<file path="src/pfc_pkg.sv">
// Purpose: Shared constants for the correction PWM timing block
// Assumes: 100 MHz clock, 32-bit AXI4-Lite register bus
// Notes: Offsets are byte addresses of aligned 32-bit words
package pfc_pkg;
    // ----------------------------------------------------------
    // Register map
    // ----------------------------------------------------------
    localparam int ADDR_W = 8;
    localparam logic [ADDR_W-1:0] OFF_MCW = 8'h00;    // Motor control word
    localparam logic [ADDR_W-1:0] OFF_PERIOD = 8'h04; // Motor period setting
    localparam logic [ADDR_W-1:0] OFF_DUTY = 8'h08;   // Duty command from loop
    localparam logic [ADDR_W-1:0] OFF_MODE = 8'h0C;   // Run, partial, precharge
    localparam logic [ADDR_W-1:0] OFF_HYST = 8'h10;   // Partial-mode gap
    localparam logic [ADDR_W-1:0] OFF_VREF = 8'h14;   // Full-mode bus reference
    localparam logic [ADDR_W-1:0] OFF_STATUS = 8'h18; // Status, W1C flags
    localparam logic [ADDR_W-1:0] OFF_BUSREF = 8'h1C; // Active bus reference
    // ----------------------------------------------------------
    // Field positions
    // ----------------------------------------------------------
    localparam int MCW_RATIO_LSB = 6;
    localparam int MCW_RATIO_MSB = 8;
    localparam int MODE_PARTIAL_BIT = 0;
    localparam int MODE_PRECHARGE_BIT = 1;
    localparam int MODE_RUN_BIT = 2;
    localparam int STAT_STROBE_BIT = 0;
    localparam int STAT_FAULT_BIT = 1;
    localparam int STAT_PWM_BIT = 2;
    localparam int STAT_CONFIG_BIT = 3;
    // ----------------------------------------------------------
    // Reset values and limits
    // ----------------------------------------------------------
    localparam logic [31:0] MCW_RST = 32'h0000_0080;  // Ratio code 2
    localparam logic [15:0] PERIOD_RST = 16'h1388;
    localparam logic [15:0] DUTY_RST = 16'h0000;
    localparam logic [15:0] HYST_RST = 16'h0000;
    localparam logic [15:0] VREF_RST = 16'h0000;
    localparam logic [15:0] MIN_PERIOD = 16'h0002;
    localparam logic [1:0] RESP_OKAY = 2'h0;
    localparam logic [1:0] RESP_SLVERR = 2'h2;
    // ----------------------------------------------------------
    // Timing
    // ----------------------------------------------------------
    localparam int unsigned CLK_PERIOD_NS = 10;
    localparam int unsigned REF_UPDATE_MS = 100;
    localparam int unsigned REF_UPDATE_CYCLES = REF_UPDATE_MS * 1000000 / CLK_PERIOD_NS;
    localparam int REF_CNT_W = 24;
endpackage

</file>
<file path="src/pwm_link_if.sv">
// Purpose: Carrier between register side and PWM core
// Assumes: Both ends on the same clock
// Notes: No clocking block; plain nets only
`timescale 1ns/1ns
`default_nettype none
interface pwm_link_if;
    logic run;
    logic fault;
    logic [15:0] period;
    logic [15:0] duty_pending;
    logic strobe;
    logic [15:0] duty_latched;
    logic [15:0] count;
    logic pwm;
    logic sample;
    modport ctl(output run, fault, period, duty_pending,
                input strobe, duty_latched, count, pwm, sample);
    modport core(input run, fault, period, duty_pending,
                 output strobe, duty_latched, count, pwm, sample);
endinterface
`default_nettype wire

</file>
<file path="src/pfc_pwm_timing.sv">
// Purpose: Correction PWM timing with AXI4-Lite registers
// Assumes: Single clock; ac_peak comes from logic on this clock
// Notes: Gatekill pin is synchronised before use
`timescale 1ns/1ns
`default_nettype none
module pfc_pwm_timing
    import pfc_pkg::*;
#(
    parameter int unsigned REF_CYCLES = REF_UPDATE_CYCLES  // Bus reference update interval
)(
    input wire logic clk,                 // 100 MHz clock
    input wire logic rst_b,               // Synchronous reset, active low
    input wire logic [ADDR_W-1:0] awaddr, // Write address
    input wire logic awvalid,             // Write address valid
    output logic awready,                 // Write address ready
    input wire logic [31:0] wdata,        // Write data
    input wire logic [3:0] wstrb,         // Write byte enables
    input wire logic wvalid,              // Write data valid
    output logic wready,                  // Write data ready
    output logic [1:0] bresp,             // Write response
    output logic bvalid,                  // Write response valid
    input wire logic bready,              // Write response ready
    input wire logic [ADDR_W-1:0] araddr, // Read address
    input wire logic arvalid,             // Read address valid
    output logic arready,                 // Read address ready
    output logic [31:0] rdata,            // Read data
    output logic [1:0] rresp,             // Read response
    output logic rvalid,                  // Read data valid
    input wire logic rready,              // Read data ready
    input wire logic gatekill_in,         // Over-current fault pin
    input wire logic [15:0] ac_peak,      // Measured AC peak voltage
    output logic pwm_out,                 // Correction switch drive
    output logic sample_trig,             // Inductor current sample pulse
    output logic loop_start,              // Control loop start pulse
    output logic [15:0] dc_bus_ref        // Active bus voltage reference
);
    pwm_link_if lnk();

    logic [31:0] mcw_reg;
    logic [15:0] period_reg;
    logic [15:0] duty_reg;
    logic partial_reg;
    logic run_reg;
    logic [15:0] hyst_reg;
    logic [15:0] vref_reg;
    logic [15:0] period_applied_reg;
    logic apply_pending_reg;
    logic configured_reg;
    logic strobe_seen_reg;
    logic fault_reg;
    logic gk_meta_reg;
    logic gk_sync_reg;
    logic [REF_CNT_W-1:0] ref_cnt_reg;
    logic [15:0] bus_ref_reg;
    logic aw_held_reg;
    logic w_held_reg;
    logic [ADDR_W-1:0] awaddr_reg;
    logic [31:0] wdata_reg;
    logic [3:0] wstrb_reg;
    logic bvalid_reg;
    logic [1:0] bresp_reg;
    logic rvalid_reg;
    logic [31:0] rdata_reg;
    logic [1:0] rresp_reg;
    logic do_write;
    logic ref_tick;
    logic clr_strobe;
    logic clr_fault;

    // ----------------------------------------------------------
    // Helpers
    // ----------------------------------------------------------
    // Byte-lane merge used by the MCW, PERIOD, DUTY, HYST and VREF writes
    function automatic logic [31:0] merge(input logic [31:0] old, input logic [31:0] nw,
                                          input logic [3:0] strb);
        logic [31:0] res;
        res = old;
        for (int i = 0; i < 4; i++) begin
            if (strb[i]) begin
                res[i*8 +: 8] = nw[i*8 +: 8];
            end
        end
        return res;
    endfunction

    // Unknown ratio codes fall back to two; period floored at two
    function automatic logic [15:0] corr_period(input logic [15:0] mp, input logic [2:0] code);
        logic [15:0] p;
        unique case (code)
            3'h3: p = mp / 16'h0003;
            3'h4: p = mp / 16'h0004;
            3'h5: p = mp / 16'h0005;
            default: p = mp / 16'h0002;
        endcase
        return (p < MIN_PERIOD) ? MIN_PERIOD : p;
    endfunction

    function automatic logic mapped(input logic [ADDR_W-1:0] a);
        return a[1:0] == 2'h0 && a <= OFF_BUSREF;
    endfunction

    // ----------------------------------------------------------
    // AXI4-Lite write path
    // ----------------------------------------------------------
    assign awready = !aw_held_reg && !bvalid_reg;
    assign wready = !w_held_reg && !bvalid_reg;
    assign do_write = aw_held_reg && w_held_reg && !bvalid_reg;

    // Address and data taken in either order, response after both
    always_ff @(posedge clk) begin
        if (!rst_b) begin
            aw_held_reg <= 1'b0;
            w_held_reg <= 1'b0;
            awaddr_reg <= '0;
            wdata_reg <= 32'h0000_0000;
            wstrb_reg <= 4'h0;
            bvalid_reg <= 1'b0;
            bresp_reg <= RESP_OKAY;
        end else begin
            if (awvalid && awready) begin
                aw_held_reg <= 1'b1;
                awaddr_reg <= awaddr;
            end
            if (wvalid && wready) begin
                w_held_reg <= 1'b1;
                wdata_reg <= wdata;
                wstrb_reg <= wstrb;
            end
            if (do_write) begin
                aw_held_reg <= 1'b0;
                w_held_reg <= 1'b0;
                bvalid_reg <= 1'b1;
                bresp_reg <= mapped(awaddr_reg) ? RESP_OKAY : RESP_SLVERR;
            end else if (bvalid_reg && bready) begin
                bvalid_reg <= 1'b0;
            end
        end
    end

    assign bvalid = bvalid_reg;
    assign bresp = bresp_reg;

    // ----------------------------------------------------------
    // Control registers
    // ----------------------------------------------------------
    always_ff @(posedge clk) begin
        if (!rst_b) begin
            mcw_reg <= MCW_RST;
            period_reg <= PERIOD_RST;
            duty_reg <= DUTY_RST;
            partial_reg <= 1'b0;
            run_reg <= 1'b0;
            hyst_reg <= HYST_RST;
            vref_reg <= VREF_RST;
        end else if (do_write) begin
            unique case (awaddr_reg)
                OFF_MCW: mcw_reg <= merge(mcw_reg, wdata_reg, wstrb_reg);
                OFF_PERIOD: period_reg <= 16'(merge({16'h0000, period_reg}, wdata_reg,
                                                    wstrb_reg));
                OFF_DUTY: duty_reg <= 16'(merge({16'h0000, duty_reg}, wdata_reg,
                                                wstrb_reg));
                OFF_MODE: begin
                    if (wstrb_reg[0]) begin
                        partial_reg <= wdata_reg[MODE_PARTIAL_BIT];
                        run_reg <= wdata_reg[MODE_RUN_BIT];
                    end
                end
                OFF_HYST: hyst_reg <= 16'(merge({16'h0000, hyst_reg}, wdata_reg, wstrb_reg));
                OFF_VREF: vref_reg <= 16'(merge({16'h0000, vref_reg}, wdata_reg, wstrb_reg));
                default: ;
            endcase
        end
    end

    // Rate reload only at first configuration or precharge end
    always_ff @(posedge clk) begin
        if (!rst_b) begin
            apply_pending_reg <= 1'b0;
            configured_reg <= 1'b0;
            period_applied_reg <= corr_period(PERIOD_RST, MCW_RST[MCW_RATIO_MSB:MCW_RATIO_LSB]);
        end else begin
            apply_pending_reg <= do_write && ((awaddr_reg == OFF_MCW && !configured_reg)
                || (awaddr_reg == OFF_MODE && wstrb_reg[0]
                    && wdata_reg[MODE_PRECHARGE_BIT]));
            if (do_write && awaddr_reg == OFF_MCW) begin
                configured_reg <= 1'b1;
            end
            if (apply_pending_reg) begin
                period_applied_reg <= corr_period(period_reg,
                    mcw_reg[MCW_RATIO_MSB:MCW_RATIO_LSB]);
            end
        end
    end

    // ----------------------------------------------------------
    // Fault and event flags
    // ----------------------------------------------------------
    // Two-stage synchroniser; only the second stage is read
    always_ff @(posedge clk) begin
        if (!rst_b) begin
            gk_meta_reg <= 1'b0;
            gk_sync_reg <= 1'b0;
        end else begin
            gk_meta_reg <= gatekill_in;
            gk_sync_reg <= gk_meta_reg;
        end
    end

    assign clr_strobe = do_write && awaddr_reg == OFF_STATUS && wstrb_reg[0]
                        && wdata_reg[STAT_STROBE_BIT];
    assign clr_fault = do_write && awaddr_reg == OFF_STATUS && wstrb_reg[0]
                       && wdata_reg[STAT_FAULT_BIT];

    // Sticky flags; a new event beats a same-cycle clear
    always_ff @(posedge clk) begin
        if (!rst_b) begin
            fault_reg <= 1'b0;
            strobe_seen_reg <= 1'b0;
        end else begin
            fault_reg <= gk_sync_reg || (fault_reg && !clr_fault);
            strobe_seen_reg <= lnk.strobe || (strobe_seen_reg && !clr_strobe);
        end
    end

    // ----------------------------------------------------------
    // Bus voltage reference
    // ----------------------------------------------------------
    assign ref_tick = ref_cnt_reg == REF_CNT_W'(REF_CYCLES - 1);

    always_ff @(posedge clk) begin
        if (!rst_b || ref_tick || !partial_reg) begin
            ref_cnt_reg <= '0;
        end else begin
            ref_cnt_reg <= ref_cnt_reg + REF_CNT_W'(1);
        end
    end

    // Same scaling on both feedbacks, so plain subtraction
    always_ff @(posedge clk) begin
        if (!rst_b) begin
            bus_ref_reg <= VREF_RST;
        end else if (!partial_reg) begin
            bus_ref_reg <= vref_reg;
        end else if (ref_tick) begin
            bus_ref_reg <= (ac_peak > hyst_reg) ? ac_peak - hyst_reg : 16'h0000;
        end
    end

    // ----------------------------------------------------------
    // AXI4-Lite read path
    // ----------------------------------------------------------
    assign arready = !rvalid_reg;

    always_ff @(posedge clk) begin
        if (!rst_b) begin
            rvalid_reg <= 1'b0;
            rdata_reg <= 32'h0000_0000;
            rresp_reg <= RESP_OKAY;
        end else if (arvalid && arready) begin
            rvalid_reg <= 1'b1;
            rresp_reg <= mapped(araddr) ? RESP_OKAY : RESP_SLVERR;
            unique case (araddr)
                OFF_MCW: rdata_reg <= mcw_reg;
                OFF_PERIOD: rdata_reg <= {16'h0000, period_reg};
                OFF_DUTY: rdata_reg <= {16'h0000, duty_reg};
                OFF_MODE: rdata_reg <= {29'h0000_0000, run_reg, 1'b0, partial_reg};
                OFF_HYST: rdata_reg <= {16'h0000, hyst_reg};
                OFF_VREF: rdata_reg <= {16'h0000, vref_reg};
                OFF_STATUS: rdata_reg <= {period_applied_reg, 12'h000, configured_reg,
                                          lnk.pwm, fault_reg, strobe_seen_reg};
                OFF_BUSREF: rdata_reg <= {16'h0000, bus_ref_reg};
                default: rdata_reg <= 32'h0000_0000;
            endcase
        end else if (rvalid_reg && rready) begin
            rvalid_reg <= 1'b0;
        end
    end

    assign rvalid = rvalid_reg;
    assign rdata = rdata_reg;
    assign rresp = rresp_reg;

    // ----------------------------------------------------------
    // PWM core and outputs
    // ----------------------------------------------------------
    assign lnk.run = run_reg;
    assign lnk.fault = fault_reg;
    assign lnk.period = period_applied_reg;
    assign lnk.duty_pending = duty_reg;

    pfc_pwm_core u_core (
        .clk(clk),
        .rst_b(rst_b),
        .lnk(lnk)
    );

    assign pwm_out = lnk.pwm;
    assign sample_trig = lnk.sample;
    assign loop_start = lnk.strobe;
    assign dc_bus_ref = bus_ref_reg;

    // ----------------------------------------------------------
    // Checks
    // ----------------------------------------------------------
    property p_gatekill;
        @(posedge clk) disable iff (!rst_b)
        gatekill_in [*4] |=> !pwm_out && fault_reg;
    endproperty
    a_gatekill: assert property (p_gatekill) else $error("switch on during gatekill");

    property p_rate;
        @(posedge clk) disable iff (!rst_b)
        $changed(period_applied_reg) |-> $past(apply_pending_reg);
    endproperty
    a_rate: assert property (p_rate) else $error("rate changed outside reload");

    property p_full_ref;
        @(posedge clk) disable iff (!rst_b)
        !partial_reg |=> dc_bus_ref == $past(vref_reg);
    endproperty
    a_full_ref: assert property (p_full_ref) else $error("full mode reference wrong");

    property p_partial_ref;
        @(posedge clk) disable iff (!rst_b)
        (partial_reg && ref_tick && ac_peak > hyst_reg) |=> dc_bus_ref == $past(ac_peak)
            - $past(hyst_reg);
    endproperty
    a_partial_ref: assert property (p_partial_ref) else $error("partial reference wrong");

    property p_ref_hold;
        @(posedge clk) disable iff (!rst_b)
        (partial_reg && !ref_tick) |=> $stable(dc_bus_ref);
    endproperty
    a_ref_hold: assert property (p_ref_hold) else $error("reference moved between ticks");

    c_fault: cover property (@(posedge clk) disable iff (!rst_b) $rose(fault_reg));
    c_reload: cover property (@(posedge clk) disable iff (!rst_b) apply_pending_reg);
    c_partial: cover property (@(posedge clk) disable iff (!rst_b) partial_reg && ref_tick);
endmodule
`default_nettype wire

</file>
<file path="src/pfc_pwm_core.sv">
// Purpose: Carrier counter, strobe, duty latch, compare, sample trigger
// Assumes: period never below two, fault already synchronised
// Notes: All outputs are registered
`timescale 1ns/1ns
`default_nettype none
module pfc_pwm_core
    import pfc_pkg::*;
(
    input wire logic clk,     // 100 MHz clock
    input wire logic rst_b,   // Synchronous reset, active low
    pwm_link_if.core lnk      // Link to register side
);
    logic [15:0] count_reg;
    logic [15:0] duty_latched_reg;
    logic strobe_reg;
    logic pwm_reg;
    logic sample_reg;
    logic wrap;
    logic [15:0] on_len;
    logic [15:0] mid;

    // ----------------------------------------------------------
    // Period end and on-pulse midpoint
    // ----------------------------------------------------------
    // Compare with >= so a shrunk period cannot strand the counter
    assign wrap = count_reg >= (lnk.period - 16'h0001);
    assign on_len = (duty_latched_reg > lnk.period) ? lnk.period : duty_latched_reg;
    assign mid = on_len >> 1;

    // Carrier restarts at every period start
    always_ff @(posedge clk) begin
        if (!rst_b || !lnk.run || wrap) begin
            count_reg <= 16'h0000;
        end else begin
            count_reg <= count_reg + 16'h0001;
        end
    end

    // Strobe at each period boundary starts the loop
    always_ff @(posedge clk) begin
        if (!rst_b) begin
            strobe_reg <= 1'b0;
        end else begin
            strobe_reg <= lnk.run && wrap;
        end
    end

    // New duty taken only on the strobe edge
    always_ff @(posedge clk) begin
        if (!rst_b) begin
            duty_latched_reg <= DUTY_RST;
        end else if (lnk.run && wrap) begin
            duty_latched_reg <= lnk.duty_pending;
        end
    end

    // Switch drive; fault overrides the compare
    always_ff @(posedge clk) begin
        if (!rst_b) begin
            pwm_reg <= 1'b0;
        end else begin
            pwm_reg <= lnk.run && !lnk.fault && (duty_latched_reg > count_reg);
        end
    end

    // Current sample in the middle of the on-pulse
    always_ff @(posedge clk) begin
        if (!rst_b) begin
            sample_reg <= 1'b0;
        end else begin
            sample_reg <= lnk.run && !lnk.fault && (on_len != 16'h0000)
                          && (count_reg == mid);
        end
    end

    assign lnk.strobe = strobe_reg;
    assign lnk.duty_latched = duty_latched_reg;
    assign lnk.count = count_reg;
    assign lnk.pwm = pwm_reg;
    assign lnk.sample = sample_reg;

    // ----------------------------------------------------------
    // Checks
    // ----------------------------------------------------------
    property p_wrap;
        @(posedge clk) disable iff (!rst_b)
        (lnk.run && wrap) |=> (count_reg == 16'h0000) && strobe_reg;
    endproperty
    a_wrap: assert property (p_wrap) else $error("carrier did not restart with strobe");

    property p_latch;
        @(posedge clk) disable iff (!rst_b)
        $changed(duty_latched_reg) |-> strobe_reg;
    endproperty
    a_latch: assert property (p_latch) else $error("duty changed off the strobe");

    property p_cmp;
        @(posedge clk) disable iff (!rst_b)
        (lnk.run && !lnk.fault) |=> (pwm_reg == ($past(duty_latched_reg) > $past(count_reg)));
    endproperty
    a_cmp: assert property (p_cmp) else $error("switch not equal to compare");

    property p_mid;
        @(posedge clk) disable iff (!rst_b)
        sample_reg |-> $past(count_reg) == ($past(on_len) >> 1);
    endproperty
    a_mid: assert property (p_mid) else $error("sample not at pulse midpoint");

    c_strobe: cover property (@(posedge clk) disable iff (!rst_b) strobe_reg ##[1:200] strobe_reg);
    c_sample: cover property (@(posedge clk) disable iff (!rst_b) sample_reg);
endmodule
`default_nettype wire

</file>
<file path="config.mk">
export PLATFORM = sky130hd
export DESIGN_NAME = pfc_pwm_timing
export DESIGN_NICKNAME = d
export VERILOG_FILES = /design/src/pfc_pkg.sv /design/src/pwm_link_if.sv /design/src/pfc_pwm_timing.sv /design/src/pfc_pwm_core.sv
export SDC_FILE = /design/constraint.sdc
export NUM_CORES = 1
export LEC_CHECK = 0
export BUFFER_PORTS_ARGS = -buffer_cell sky130_fd_sc_hd__buf_2
export CAP_MARGIN = 20
export CORE_MARGIN = 2
export CORE_UTILIZATION = 55
export CTS_CLUSTER_SIZE = 30
export DETAILED_ROUTE_END_ITERATION = 10
export PLACE_DENSITY = 0.74
export SYNTH_ARGS = -nofsm -noshare
export SYNTH_HDL_FRONTEND = slang
export SYNTH_HIERARCHICAL = 1
export SYNTH_SLANG_ARGS = --single-unit
</file>
<file path="constraint.sdc">
create_clock -name clk -period 28.7 [get_ports clk]
set_input_delay 4.305 -clock clk [delete_from_list [all_inputs] [get_ports clk]]
set_output_delay 4.305 -clock clk [all_outputs]
set_load 0.05 [all_outputs]
</file>
# Word level (Yosys, flattened, before mapping)
# Cells that the tools add are included.
# totals
reg_bits	279
in_bits	76
output_inout_bits	60
# op_classes
addsub	4
div_mod_pow	2
order_cmp	7
n_eq_ne	19
mux	15
bitwise_logic	1
reduce_logical	66
# op_table
op	n
one-hot mux 32 bit (8 select lines)	1
2-to-1 mux 16 bit	7
== test 8 x 5 -> 1 bit (second input constant)	7
> comparator 16 bit	3
one-hot mux 16 bit (3 select lines)	1
AND reduction 3 bit	13
== test 8 x 4 -> 1 bit (second input constant)	4
logical AND 1 bit	27
adder 24 x 1 -> 24 bit (second input constant)	1
== test 24 bit (second input constant)	1
adder 16 x 1 -> 16 bit (second input constant)	1
divider 16 x 2 -> 16 bit (second input constant)	1
divider 16 x 3 -> 16 bit (second input constant)	1
== test 16 x 15 -> 1 bit	1
== test 8 x 3 -> 1 bit (second input constant)	2
greater-or-equal comparator 16 bit	1
<= comparator 8 x 5 -> 1 bit (second input constant)	2
zero test 8 bit	2
< comparator 16 x 2 -> 1 bit (second input constant)	1
nonzero test 16 bit	1
subtractor 16 x 1 -> 16 bit (second input constant)	1
subtractor 16 bit	1
zero test 1 bit	11
logical OR 1 bit	7
other kinds (9)	16

# Longest topological paths before layout
# depth
depth_word	8
mapped_depth	115
mapped_depth_nobuf	109

# Hierarchy
# Netlist, hierarchy kept.
# by_module_without_submodules
mod	n_inst	cells_each	area_per_inst_um2
pfc_pwm_timing	1	1966	15869.0
pfc_pwm_core	1	372	3103.0

# Worst setup path after synthesis
# Ideal clock, no wire load.
# synth_timing
path_kind	register -> register
startpoint	reg mcw_reg[7]
endpoint	reg period_applied_reg[0] (netlist: lnk.period[0])
arrival_time_ns	24.140
required_time_ns	28.578
path_slack_ns	4.437
stages_incl_launch_ff	112
path_buffers	8
path_cell_list	dfxtp_1 > buf_4 > and3b_2 > ha_1 > a21oi_1 > o21ai_1 > nand2_1 > ha_1 > a21oi_1 > and2_1 > a31oi_2 > ha_1 > and2_1 > or2_1 > nor2_2 > xnor2_1 > ha_1 > a21oi_2 > [... 76 more ...] > nor2_8 > xnor2_1 > ha_1 > ha_1 > o21a_1 > nor2_1 > o211a_1 > o211ai_2 > nand2b_4 > xor2_1 > ha_1 > a21o_1 > a2111oi_2 > nand4b_1 > a221oi_2 > nand4_1 > o31ai_1 > o31ai_2
# synth_between
elab_chain_cells	6
# synth_rtl
item	line	rtl
start: declaration	pfc_pwm_timing.sv:39	logic [31:0] mcw_reg;
start signal: assignment	pfc_pwm_timing.sv:157	OFF_MCW: mcw_reg <= merge(mcw_reg, wdata_reg, wstrb_reg);
== test 3 bit / == test 3 x 2 -> 1 bit (equally long branches)	pfc_pwm_timing.sv:89	unique case (code)
one-hot mux 16 bit (3 select lines) *	pfc_pwm_timing.sv:89	
2-to-1 mux 16 bit *	pfc_pwm_timing.sv:188	if (apply_pending_reg) begin
2-to-1 mux 16 bit *	pfc_pwm_timing.sv:177	if (!rst_b) begin
< comparator 16 x 2 -> 1 bit	pfc_pwm_timing.sv:95	return (p < MIN_PERIOD) ? MIN_PERIOD : p;
2-to-1 mux 16 bit *	pfc_pwm_timing.sv:95	
end signal: assignment	pfc_pwm_timing.sv:180	period_applied_reg <= corr_period(PERIOD_RST, MCW_RST[MCW_RATIO_MSB:MCW_RATIO_LSB]);
end signal: assignment	pfc_pwm_timing.sv:189	period_applied_reg <= corr_period(period_reg,
end: declaration	pfc_pwm_timing.sv:46	logic [15:0] period_applied_reg;
# Every way passes the cells marked *; elsewhere a longest branch is shown, timed or not. The select of a mux whose other input is x is not followed.
# A chain may end at the register's enable or synchronous reset.

# Worst setup path in the final report
# Same ends and word-level chain as after synthesis.

==> results.md <==
- Max IR drop VDD: 0.0810 mV
- Number of synthesized flops with an enable pin: 0
- Switching Share: around 40%
- Final design area excluding fillers: 21100 um^2
- Via density: 6.21
- Combinational share of power: 45.5%
- Max-slew violation count: 0
- Worst Path Class, Setup: flip-flop to flip-flop
- Clock sink total: 277
- Area of the core: 34300 um^2
- Share of the yosys chip area belonging to registers: 29.2%
- Clock Power Share: 27.1%
- Yosys top cell area share: 29.2%
- # nets final: between 2000 and 3000
- Worst Clk Skew: 0.0318 ns
- Count of hold buffers inserted by post-cts repair: 0
- Post-synthesis instance area: 19000 um^2
- CP startpoint kind: flip-flop
- Power density over the cells: 69.4 nW/um^2
- Clk pin slew, worst setup/hold paths: 0.07 ns
- Clk_lat worst skew: 0.58 ns
- Post-synthesis cell count: 2338
- Detailed Route WL: 57200 um
- CTS Root Buffer Type: clkbuf_16
- Wire length of the first global-routing pass: 90200 um
- Setup TNS Final: 0 ns
- Crit path arrival time: 27.21 ns
- Count of distinct cell types in the synthesized netlist: about 110
- CP endpoint kind: flip-flop
- TritonCTS buffer count: 30
- Number of optimization iterations in the first detailed-route pass: 6
- CP Data Required Time: 29.15 ns
- Initial DRC Count: 1767
- GR Util All Layers: 30.8%
- Mean cell area of the mapped netlist: 8.11 um^2
- Status: completed
- Count of filler cells inserted in the layout: 3087
- Yosys synthesis warning count: 6
- Worst hold path class: flip-flop to flip-flop
- Die Y-Extent: 190 um
- Wire length per cell: about 20 um
- Cell type with the highest occurrence count on the critical path: ha_1
- Area added between synthesis and finish: 11.0%
- DRC violations left: 0
- Peak fanout along the critical path: 26
- Hold Vio Cnt, Final: 0
- Count of antenna diodes in the layout: 0
- Remaining number of nets flagged by the antenna check after routing: 0
- Pin slew with the least headroom to its limit: between 1 and 1.5 ns
- Weighted congestion at the end of routability-driven global placement: between 0.9 and 1
- Most numerous cell in the Yosys netlist: nand2_1
- CTS tree: built
- Flops & latches, synth: 277
- Sum of net half-perimeters after detailed placement: between 40000 and 50000 um
- Number of setup violations in the final report: 0
- Total global routing overflow: 0
- Dominant synthesized flop cell: dfxtp_1
- Die X: 190 um
- Max-cap viol count: 0
- Number of buffers on the longest clock path: 3
- Final clock period utilization by the worst path: between 90 and 100%
- Vias: 17900
- Starting density of the core: a little under three fifths
- Cell internal power dissipation: 0.878 mW
- I/O Buffers: 133
- Top cell type by total area after synthesis: dfxtp_1
- Die area: 36000 um^2
- Initial antenna violation count: 0
- Largest net degree at the start of global routing: 182
- Cell with the largest stage delay on the worst path: or4b_1
- Number of standard-cell rows in the floorplan: 68
- Vias in the first global route: 16900
- Area of placed instances: 19900 um^2
- Ports: roughly 140
- Sw power: 0.584 mW
- Max Fclk: 37.4 MHz
- Shortest period the worst path allows: 26.77 ns
- Slowest Stage Delay on Critical Path: ~0.69 ns
- Share of synthesized registers carrying an async set or reset: 0%
- Max-slew headroom at the worst pin: roughly a fifth
- Final Hold Slack: 0.460 ns
- Sequential Power Share: 27.4%
- P_leak: a little over 8 nW
- Layout cell share with drive strength beyond 1: 12.8%
- Most frequent cells after synthesis: 279 x nand2_1, 277 x dfxtp_1, 149 x nor2_1, 115 x a21oi_1, 115 x nor2b_1
- H-tree levels: 1
- Leading cell types by total area after synthesis: dfxtp_1 29%, ha_1 6.4%, mux2i_1 5.6%, nand2_1 5.5%, nor2b_1 3.8%
-- cell type report --
class	instances	area [um^2]	share of cell area, %
well taps	455	569	2.70
clock inverters	11	154	0.731
clock buffers	44	883	4.19
repair buffers	161	912	4.33
flip-flops and latches	277	5550	26.4
inverters	79	297	1.41
multi-input cells	1861	12700	60.3
-- layout by cell type, fill, tap and decap left out, drive strengths merged, types with 18 or more instances in the layout --
cell and n:
nand2 280, xor2 61, mux2 18, nor2b 115, o21ai 86, a21boi 99, ha 97, a22oi 25
a211oi 25, nor2 154, a21oi 123, xnor2 71, buf 160, inv 78, and3 20, nor3 48
clkbuf 45, a21o 48, nand3 90, and2 35, a22o 19, nand2b 22, nor4 28, nand4 33
dfxtp 277, mux2i 106, a31oi 41
-- power groups by stage --
stage          logic [mW]  registers, mW  clock network [mW]
5_1_grt             0.721          0.400               0.417
4_1_cts             0.640          0.400               0.401
6_report            0.666          0.400               0.396
2_1_floorplan       0.514          0.403                   0
3_5_place_dp        0.636          0.408                   0
3_3_place_gp        0.635          0.408                   0
-- stage by stage --
stage	setup WS, ns	util [%]	total power, mW	std cells
2_1_floorplan	4.44	-	0.917	2339
3_3_place_gp	1.76	57.9	1.04	2820
3_5_place_dp	0.508	58.0	1.04	2823
4_1_cts	0.455	61.0	1.44	2878
5_1_grt	-0.0507	61.4	1.54	2888
6_report	1.93	61.4	1.46	2888
-- path summary, 6_finish.rpt --
kind               start             to  slack (ns)  depth (start not counted)
min reg2reg  gk_meta_reg    gk_sync_reg        0.46                          1
max reg2reg   mcw_reg[7]  lnk.period[0]        1.93                        105
min          gk_meta_reg    gk_sync_reg        0.46                          1
max           mcw_reg[7]  lnk.period[0]        1.93                        105
-- worst max-delay path: cells and delay by family, from the launching register on --
| family | cells | cell delay, ns |
|---|---|---|
| AOI/OAI and AO/OA | 37 | 9.47 |
| and+or+nand+nor | 35 | 8.32 |
| adders and majority gates | 16 | 4.94 |
| xor gates and xnor gates | 10 | 1.92 |
| muxes | 3 | 0.94 |
| DFF | 1 | 0.51 |
| buffers and inverters | 4 | 0.47 |
-- cells by family (layout without fill, tap and decap cells) --
kind of cell             Yosys count  count (layout)  synth area share (%)
AO/OA/AOI/OAI                    605             605                  22.8
XOR/XNOR                         132             132                  6.09
adder cells (fa/ha/maj)          100             100                  6.67
buffers and inverters            201             295                  4.21
flip-flops                       277             277                  29.2
multiplexers                     124             124                  6.68
other                              1               2                0.0198
AND/OR/NAND/NOR                  898             898                  24.3
-- layer usage --
metal / global-route usage, % / routed length, um
met1: 42.4 / 25300
met2: 50.3 / 25700
met3: 3.65 / 4230
met4: 10.1 / 1950
met5: 0 / 0
-- timing repair --
action / in CTS / in global routing
gates resized for setup: 0 / 17
setup endpoints to repair: 0 / 13
buffers inserted: 0 / 9
(Power assumes the default switching activity.)
